## src/design/arg_pkg.sv

```systemverilog
// Package of constants and carrier types for the converter reference and ground control
package arg_pkg;

  // ==================================================
  // Special function register map
  // ==================================================
  localparam logic [7:0] CONV_CTRL_ZERO_ADDR = 8'he8;   // Bit-addressable control register
  localparam logic [7:0] REF_CTRL_ADDR = 8'hd1;         // Reference control register
  localparam logic [7:0] CONV_CTRL_ZERO_RST = 8'h00;
  localparam logic [7:0] REF_CTRL_RST = 8'h00;

  // ==================================================
  // Field positions, converter control zero
  // ==================================================
  localparam int CONV_EN_BIT = 7;
  localparam int BURST_EN_BIT = 6;
  localparam int DONE_FLAG_BIT = 5;
  localparam int BUSY_BIT = 4;
  localparam int WIN_FLAG_BIT = 3;
  localparam int START_SEL_LSB = 0;

  // ==================================================
  // Field positions, reference control
  // ==================================================
  localparam int TEMP_EN_BIT = 0;
  localparam int GND_SEL_BIT = 1;
  localparam int REF_SEL_LSB = 3;
  localparam int IREF_LVL_BIT = 5;

  // ==================================================
  // Reference source encodings
  // ==================================================
  localparam logic [1:0] REF_EXT_PIN = 2'h0;
  localparam logic [1:0] REF_SUPPLY_PIN = 2'h1;
  localparam logic [1:0] REF_REG_1V8 = 2'h2;
  localparam logic [1:0] REF_INTERNAL = 2'h3;

  // ==================================================
  // Start source encodings
  // ==================================================
  localparam logic [2:0] START_BY_WRITE = 3'h0;
  localparam logic [2:0] START_BY_TMR0 = 3'h1;
  localparam logic [2:0] START_BY_TMR2 = 3'h2;
  localparam logic [2:0] START_BY_TMR3 = 3'h3;
  localparam logic [2:0] START_BY_PIN = 3'h4;

  // ==================================================
  // Timing
  // ==================================================
  localparam int CLK_MHZ = 40;
  localparam int REF_SETTLE_NS = 1000;                  // Internal reference wake-up time
  localparam int REF_SETTLE_CYC = (REF_SETTLE_NS * CLK_MHZ + 999) / 1000;

  // ==================================================
  // Carrier for the analog-side controls
  // ==================================================
  typedef struct packed {
    logic [1:0] ref_source;     // Selected reference source
    logic iref_power;           // Internal reference powered
    logic iref_high;            // Internal level 2.4 V when set, 1.65 V when clear
    logic gnd_analog_pin;       // Ground taken from analog ground pin
    logic gnd_chip;             // Ground forced to internal chip ground
    logic temp_sensor_on;       // Temperature sensor powered
  } arg_analog_s;

endpackage : arg_pkg

```

## src/design/arg_ref_ctrl.sv

```systemverilog
// Converter reference, ground and start control with its special function registers
`timescale 1ns/100ps

module arg_ref_ctrl
#(
  parameter int SETTLE_CYC = arg_pkg::REF_SETTLE_CYC   // Internal reference wake-up cycles
)
(
  input wire logic clock,
  input wire logic rst_n,
  input wire logic [7:0] sfr_addr,
  input wire logic [7:0] sfr_wdata,
  input wire logic sfr_wr,
  input wire logic sfr_rd,
  input wire logic bit_wr,
  input wire logic [7:0] bit_addr,
  input wire logic bit_val,
  input wire logic timer0_ovf,
  input wire logic timer2_ovf,
  input wire logic timer3_ovf,
  input wire logic external_start_pin,
  input wire logic temp_selected,
  input wire logic single_ended,
  input wire logic core_done,
  input wire logic core_burst_done,
  input wire logic core_tracking,
  input wire logic core_window_hit,
  output logic [7:0] sfr_rdata,
  output logic conv_start,
  output logic temp_to_positive,
  output arg_pkg::arg_analog_s analog_ctrl
);

  // ==================================================
  // Register state
  // ==================================================
  logic [7:0] conv_ctrl_reg;      // Converter control zero
  logic [7:0] ref_ctrl_reg;       // Reference control
  logic [7:0] sfr_rdata_reg;      // Read data register
  logic conv_start_reg;           // Start pulse to the core
  logic temp_pos_reg;             // Sensor routed to positive input
  arg_pkg::arg_analog_s analog_reg;
  logic pin_rise;                 // Synchronised start pin edge
  logic [15:0] settle_cnt_reg;    // Counts reference wake-up
  logic converting_reg;           // A conversion is running

  typedef enum logic [1:0] {ST_IDLE, ST_SETTLE, ST_CONVERT} arg_state_e;
  arg_state_e state_reg;

  // Decode of write strobes, byte or bit addressed
  logic wr_conv;
  logic wr_ref;
  logic bit_conv;
  logic [2:0] bit_idx;
  assign wr_conv = sfr_wr && (sfr_addr == arg_pkg::CONV_CTRL_ZERO_ADDR);
  assign wr_ref = sfr_wr && (sfr_addr == arg_pkg::REF_CTRL_ADDR);
  // Bit addresses for a bit-addressable register are its base plus bit number
  assign bit_conv = bit_wr && (bit_addr[7:3] == arg_pkg::CONV_CTRL_ZERO_ADDR[7:3]);
  assign bit_idx = bit_addr[2:0];

  // Software view of the control register after a write this cycle
  logic [7:0] conv_wr_val;
  always_comb
  begin
    conv_wr_val = conv_ctrl_reg;
    if (wr_conv)
    begin
      conv_wr_val = sfr_wdata;
    end
    else if (bit_conv)
    begin
      conv_wr_val[bit_idx] = bit_val;
    end
  end

  // ==================================================
  // Start pin synchroniser
  // ==================================================
  arg_sync u_pin_sync
  (
    .clock(clock),
    .rst_n(rst_n),
    .async_in(external_start_pin),
    .rise_pulse(pin_rise)
  );

  // Trigger chosen by the start source field; reserved codes start nothing
  logic [2:0] start_sel;
  logic busy_write;
  logic trigger;
  // Mode as written this cycle counts, so one write can pick the mode and start
  assign start_sel = conv_wr_val[arg_pkg::START_SEL_LSB +: 3];
  assign busy_write = (wr_conv || (bit_conv && bit_idx == 3'(arg_pkg::BUSY_BIT)))
                      && conv_wr_val[arg_pkg::BUSY_BIT];
  always_comb
  begin
    case (start_sel)
      arg_pkg::START_BY_WRITE: trigger = busy_write;
      arg_pkg::START_BY_TMR0: trigger = timer0_ovf;
      arg_pkg::START_BY_TMR2: trigger = timer2_ovf;
      arg_pkg::START_BY_TMR3: trigger = timer3_ovf;
      arg_pkg::START_BY_PIN: trigger = pin_rise;
      default: trigger = 1'b0;
    endcase
  end

  logic ref_internal;
  logic event_done;
  assign ref_internal = ref_ctrl_reg[arg_pkg::REF_SEL_LSB +: 2] == arg_pkg::REF_INTERNAL;
  // Burst mode reports once per burst, otherwise once per conversion
  assign event_done = conv_ctrl_reg[arg_pkg::BURST_EN_BIT] ? core_burst_done : core_done;
  // Trigger accepted only by an idle converter that is enabled, or in burst mode
  logic start_now;
  assign start_now = trigger && (state_reg == ST_IDLE)
                     && (conv_wr_val[arg_pkg::CONV_EN_BIT] || conv_wr_val[arg_pkg::BURST_EN_BIT]);

  // ==================================================
  // Conversion sequencer
  // ==================================================
  // Wakes the internal reference only when a conversion needs it
  always_ff @(posedge clock)
  begin
    if (!rst_n)
    begin
      state_reg <= ST_IDLE;
      settle_cnt_reg <= 16'h0000;
      conv_start_reg <= 1'b0;
    end
    else
    begin
      conv_start_reg <= 1'b0;
      case (state_reg)
        ST_IDLE:
        begin
          // Disabled converter ignores triggers unless burst mode powers it per burst
          if (start_now)
          begin
            if (ref_internal)
            begin
              state_reg <= ST_SETTLE;
              settle_cnt_reg <= 16'(SETTLE_CYC);
            end
            else
            begin
              state_reg <= ST_CONVERT;
              conv_start_reg <= 1'b1;
            end
          end
        end
        ST_SETTLE:
        begin
          if (settle_cnt_reg <= 16'h0001)
          begin
            state_reg <= ST_CONVERT;
            conv_start_reg <= 1'b1;
          end
          else
          begin
            settle_cnt_reg <= settle_cnt_reg - 16'h0001;
          end
        end
        ST_CONVERT:
        begin
          if (event_done)
          begin
            state_reg <= ST_IDLE;
          end
        end
        default: state_reg <= ST_IDLE;
      endcase
    end
  end

  assign converting_reg = (state_reg != ST_IDLE);

  // ==================================================
  // Converter control zero register
  // ==================================================
  // Hardware sets of the flags win over a software clear in the same cycle
  always_ff @(posedge clock)
  begin
    if (!rst_n)
    begin
      conv_ctrl_reg <= arg_pkg::CONV_CTRL_ZERO_RST;
    end
    else
    begin
      conv_ctrl_reg <= conv_wr_val;
      conv_ctrl_reg[arg_pkg::BUSY_BIT] <= converting_reg || start_now;
      if (event_done && state_reg == ST_CONVERT)
      begin
        conv_ctrl_reg[arg_pkg::DONE_FLAG_BIT] <= 1'b1;
        conv_ctrl_reg[arg_pkg::BUSY_BIT] <= 1'b0;
      end
      if (core_window_hit)
      begin
        conv_ctrl_reg[arg_pkg::WIN_FLAG_BIT] <= 1'b1;
      end
    end
  end

  // ==================================================
  // Reference control register
  // ==================================================
  always_ff @(posedge clock)
  begin
    if (!rst_n)
    begin
      ref_ctrl_reg <= arg_pkg::REF_CTRL_RST;
    end
    else if (wr_ref)
    begin
      ref_ctrl_reg <= sfr_wdata;
    end
  end

  // ==================================================
  // Analog-side controls, all registered
  // ==================================================
  always_ff @(posedge clock)
  begin
    if (!rst_n)
    begin
      analog_reg <= '0;
      temp_pos_reg <= 1'b0;
    end
    else
    begin
      // Selected source passes straight to the reference mux
      analog_reg.ref_source <= ref_ctrl_reg[arg_pkg::REF_SEL_LSB +: 2];
      analog_reg.iref_power <= ref_internal && converting_reg;
      analog_reg.iref_high <= ref_ctrl_reg[arg_pkg::IREF_LVL_BIT];
      analog_reg.temp_sensor_on <= ref_ctrl_reg[arg_pkg::TEMP_EN_BIT];
      temp_pos_reg <= temp_selected && single_ended;
      // Chip ground overrides: sensor sampling, or 1.65 V while converting outside tracking
      if ((temp_selected && core_tracking)
          || (ref_internal && !ref_ctrl_reg[arg_pkg::IREF_LVL_BIT]
              && converting_reg && !core_tracking))
      begin
        analog_reg.gnd_chip <= 1'b1;
        analog_reg.gnd_analog_pin <= 1'b0;
      end
      else
      begin
        analog_reg.gnd_chip <= 1'b0;
        analog_reg.gnd_analog_pin <= ref_ctrl_reg[arg_pkg::GND_SEL_BIT];
      end
    end
  end

  // ==================================================
  // Read port
  // ==================================================
  // Unmapped addresses read zero
  always_ff @(posedge clock)
  begin
    if (!rst_n)
    begin
      sfr_rdata_reg <= 8'h00;
    end
    else if (sfr_rd)
    begin
      case (sfr_addr)
        arg_pkg::CONV_CTRL_ZERO_ADDR: sfr_rdata_reg <= conv_ctrl_reg;
        arg_pkg::REF_CTRL_ADDR: sfr_rdata_reg <= ref_ctrl_reg;
        default: sfr_rdata_reg <= 8'h00;
      endcase
    end
  end

  assign sfr_rdata = sfr_rdata_reg;
  assign conv_start = conv_start_reg;
  assign temp_to_positive = temp_pos_reg;
  assign analog_ctrl = analog_reg;

endmodule : arg_ref_ctrl

```

## src/design/arg_sync.sv

```systemverilog
// Two-flop synchroniser with rising-edge pulse output
`timescale 1ns/100ps

module arg_sync
(
  input wire logic clock,
  input wire logic rst_n,
  input wire logic async_in,
  output logic rise_pulse
);

  // ==================================================
  // Synchroniser chain
  // ==================================================
  logic meta_reg;     // First stage, read only by the second stage
  logic sync_reg;     // Second stage, safe to use
  logic last_reg;     // Previous synchronised value for edge detect

  // Stages shift every edge; reset clears to constants
  always_ff @(posedge clock)
  begin
    if (!rst_n)
    begin
      meta_reg <= 1'b0;
      sync_reg <= 1'b0;
      last_reg <= 1'b0;
    end
    else
    begin
      meta_reg <= async_in;
      sync_reg <= meta_reg;
      last_reg <= sync_reg;
    end
  end

  // Edge detect works only on the settled stages
  assign rise_pulse = sync_reg & ~last_reg;

endmodule : arg_sync

```

## config.mk

```make
export PLATFORM = sky130hd
export DESIGN_NAME = arg_ref_ctrl
export DESIGN_NICKNAME = d
export VERILOG_FILES = /design/src/design/arg_pkg.sv /design/src/design/arg_ref_ctrl.sv /design/src/design/arg_sync.sv
export SDC_FILE = /design/constraint.sdc
export NUM_CORES = 1
export LEC_CHECK = 0
export BUFFER_PORTS_ARGS = -buffer_cell sky130_fd_sc_hd__buf_2
export CORE_UTILIZATION = 49
export CTS_CLUSTER_DIAMETER = 100
export DETAILED_ROUTE_END_ITERATION = 6
export PLACE_DENSITY = 0.86
export SLEW_MARGIN = 20
export SYNTH_ARGS = -nofsm -noshare
export SYNTH_HDL_FRONTEND = slang
export SYNTH_SLANG_ARGS = --single-unit
```

## constraint.sdc

```tcl
create_clock -name clock -period 3 [get_ports clock]
set_clock_uncertainty 0.2 [all_clocks]
set_input_delay 0.75 -clock clock [delete_from_list [all_inputs] [get_ports clock]]
set_output_delay 0.75 -clock clock [all_outputs]
set_load 0.05 [all_outputs]
```

==> impl_metrics.json <==
{
  "status": "complete, but fails checks",
  "violations": "negative setup slack",
  "numCtsBuffers": 5,
  "cp-end-kind": "register",
  "syn-cell-area_um2": 2740,
  "use_met1_pct": 33.5,
  "grt_max_degree": 34,
  "hold_path_class": "reg -> reg",
  "io_pins": 57,
  "h-tree-depth": 2,
  "grt_use_met3_pct": 5.00,
  "path_buf_inv": 2,
  "synth_nets": 351,
  "hold_start": "u_pin_sync.meta_reg$_SDFF_PN0_",
  "p_per_area_nw_per_um2": 383,
  "start_kind": "input pin",
  "dp.cells": 451,
  "io_buffers": 56,
  "drc_errors": 0,
  "die-area_um2": 5880,
  "final_layout_size_suffix_gt1_share_pct": 32.4,
  "firstDrtPassIters": 4,
  "reg2reg_depth": 7,
  "overflow": 0,
  "tritoncts": "built",
  "synth_warnings": 0,
  "crit_chain": "buf_6 -> or2_4 -> o41a_1 -> o31a_1 -> mux2_4 -> a211oi_4 -> buf_4 -> a2111oi_4 -> o211a_1",
  "clock_path_buffers": 2,
  "crit_arrival_ns": 3.06,
  "first_iter_violations": 178,
  "layout.nets": 436,
  "synth.avg_cell_area_um2": 8.85,
  "nFillCells": 421,
  "rsz0062_at_grt": "true",
  "synth_edf_count": 0,
  "holdPathStages": 1,
  "syn_to_final_growth_pct": 28.8,
  "finalSetupViolCount": 11,
  "detailed_place_hpwl_um": 5060,
  "wl_um": 7020,
  "rows": 26,
  "vias": 2732,
  "start_util_pct": 52.2,
  "ys_seq_area_share_pct": 39.5,
  "cts_sinks": 54,
  "clk_latency_ns": 0.31,
  "vdd_drop_max_mv": 0.183,
  "utilization_pct": 67.3,
  "drv_cap": 0,
  "place_area_um2": 3300,
  "die_w_um": 76.7,
  "cp_data_required_time_ns": 3.01,
  "finalInstanceArea_um2": 3520,
  "final_max_slew_viol_count": 0,
  "period_share_pct": 102,
  "cpPeakStageDelay_ns": 0.43,
  "p_total_mw": 1.35,
  "wl_per_cell_um": 15.1,
  "grt_pass1_wl_um": 11700,
  "core_um2": 5240,
  "hold_ws_ns": 0.246,
  "hold_violations": 0,
  "async_flop_share_pct": 0,
  "grt_busiest_layer": "met2",
  "grt_use_met2_pct": 37.8,
  "min_to": "u_pin_sync.sync_reg$_SDFF_PN0_",
  "rr_endpoint": "settle_cnt_reg[0]$_SDFFE_PN0P_",
  "layout_common_cells": "dfxtp_1 (54), buf_2 (54), buf_4 (34)",
  "grt_pass1_vias": 2514,
  "layout.cells.non_filler": 465,
  "clkSlewWorstSetupHoldPaths_ns": 0.10,
  "fmax_ghz": 0.328,
  "gp_congestion": 0.987,
  "cp_max_fo": 5,
  "synth_seq_cells": 54,
  "ctsRootBufferMaster": "clkbuf_8",
  "antenna_found_initial": 0,
  "netlist_instances": 309,
  "via_per_inst": 5.88,
  "largest_reg_flops": 16,
  "ys_types": 60,
  "worstMarginPinSlew_ns": 0.484,
  "p_leak_nw": 1.48,
  "grt_usage_pct": 24.4,
  "fin_ws_ns": -0.0517,
  "r2r_slack_ns": 0.62,
  "antenna_cells": 0,
  "critPathTopFamily": "compound AO/OA/AOI/OAI gates",
  "finalCriticalPeriod_ns": 3.05,
  "r2r_start": "settle_cnt_reg[10]$_SDFFE_PN0P_",
  "path_class": "in -> reg",
  "postRouteAntennaNets": 0,
  "crit_slowest_cell": "o41a_1",
  "die_y_um": 76.7,
  "slew_headroom_pct": 67.6,
  "ys.flop_type": "dfxtp_1"
}
==> how the worst max path moves through the flow <==
stage,depth (start not counted),slack [ns],from,to
3_3_place_gp,9,-0.27,bit_addr[4],settle_cnt_reg[7]$_SDFFE_PN0P_
6_report,9,-0.05,bit_addr[0],conv_start$_SDFF_PN0_
5_1_grt,10,-0.14,bit_addr[0],conv_start$_SDFF_PN0_
2_1_floorplan,7,-0.08,bit_addr[4],state_reg[1]$_SDFFE_PN0P_
4_1_cts,11,0.04,bit_addr[4],settle_cnt_reg[7]$_SDFFE_PN0P_
3_5_place_dp,9,-0.33,bit_addr[4],settle_cnt_reg[13]$_SDFFE_PN0P_
==> cell usage after synthesis (2+ instances only) <==
| library cell | count | area (um2) |
|---|---|---|
| dfxtp_1 | 54 | 1080 |
| nor2_1 | 33 | 124 |
| nand2_1 | 23 | 86.3 |
| nor3_1 | 18 | 90.1 |
| a21oi_1 | 13 | 65.1 |
| and2_1 | 12 | 75.1 |
| o21ai_0 | 12 | 60.1 |
| clkbuf_1 | 10 | 37.5 |
| a211oi_1 | 9 | 67.6 |
| nand3_1 | 9 | 45.0 |
| a22oi_1 | 8 | 60.1 |
| o31ai_1 | 8 | 60.1 |
| or3_1 | 8 | 50.1 |
| inv_1 | 7 | 26.3 |
| mux2i_1 | 7 | 70.1 |
| nor4_1 | 7 | 43.8 |
| a21oi_2 | 5 | 43.8 |
| a31oi_4 | 4 | 85.1 |
| nor2b_1 | 4 | 25.0 |
| a31oi_1 | 3 | 18.8 |
| nand4_1 | 3 | 18.8 |
| o21ai_1 | 3 | 15.0 |
| or4_1 | 3 | 22.5 |
| a2111oi_2 | 2 | 30.0 |
| and3_1 | 2 | 12.5 |
| buf_2 | 2 | 10.0 |
| ha_1 | 2 | 25.0 |
| mux2_2 | 2 | 22.5 |
| nand4b_1 | 2 | 17.5 |
| nand4bb_1 | 2 | 22.5 |
| nor4bb_1 | 2 | 20.0 |
| o21ai_4 | 2 | 32.5 |
==> kinds of logic (layout without fill, tap and decap cells) <==
family | after synthesis | in the layout | share of synthesized area [%]
compound gates | 81 | 81 | 24.2
xor+xnor | 1 | 1 | 0.320
fa+ha+maj | 2 | 2 | 0.915
buf+inv | 22 | 108 | 3.39
flops | 54 | 54 | 39.5
mux | 11 | 11 | 4.35
simple gates | 138 | 138 | 27.3
==> timing repair <==
item                       4_1_cts  5_1_grt
setup endpoints to repair        4       16
pin swaps                        1       12
buffers inserted                 2        4
gates resized for setup          0       12
hold buffers                     0        0
==> metal layers <==
| metal | vias up | part of all wire [%] |
|---|---|---|
| li1 | 1322 | - |
| met1 | 1290 | 45 |
| met2 | 102 | 46 |
| met3 | 18 | 6.8 |
| met4 | 0 | 2.5 |
| met5 | - | 0 |
==> through the flow <==
stage	setup WS, ns	setup TNS (ns)
4_1_cts	0.0431	0
6_report	-0.0517	-0.234
3_5_place_dp	-0.332	-5.15
2_1_floorplan	-0.0827	-0.505
3_3_place_gp	-0.266	-3.90
5_1_grt	-0.142	-1.44
==> where the power goes <==
group          total [mW]  switching, mW  leakage [nW]  internal [mW]
logic               0.136         0.0809         0.981         0.0552
clock network       0.484          0.238        0.0579          0.246
registers           0.729        0.00400         0.437          0.725
==> cell type report <==
cell class                 count  area [um2]  share of cell area, %
timing repair buffer          92         571                   16.2
clock inverter                 3        40.0                   1.14
clock buffer                   5        68.8                   1.95
tap                           70        87.6                   2.49
multi-input combinational    233        1650                   46.7
sequential                    54        1080                   30.7
inverter                       8        30.0                  0.852
Power figures use the tool's default switching activity.
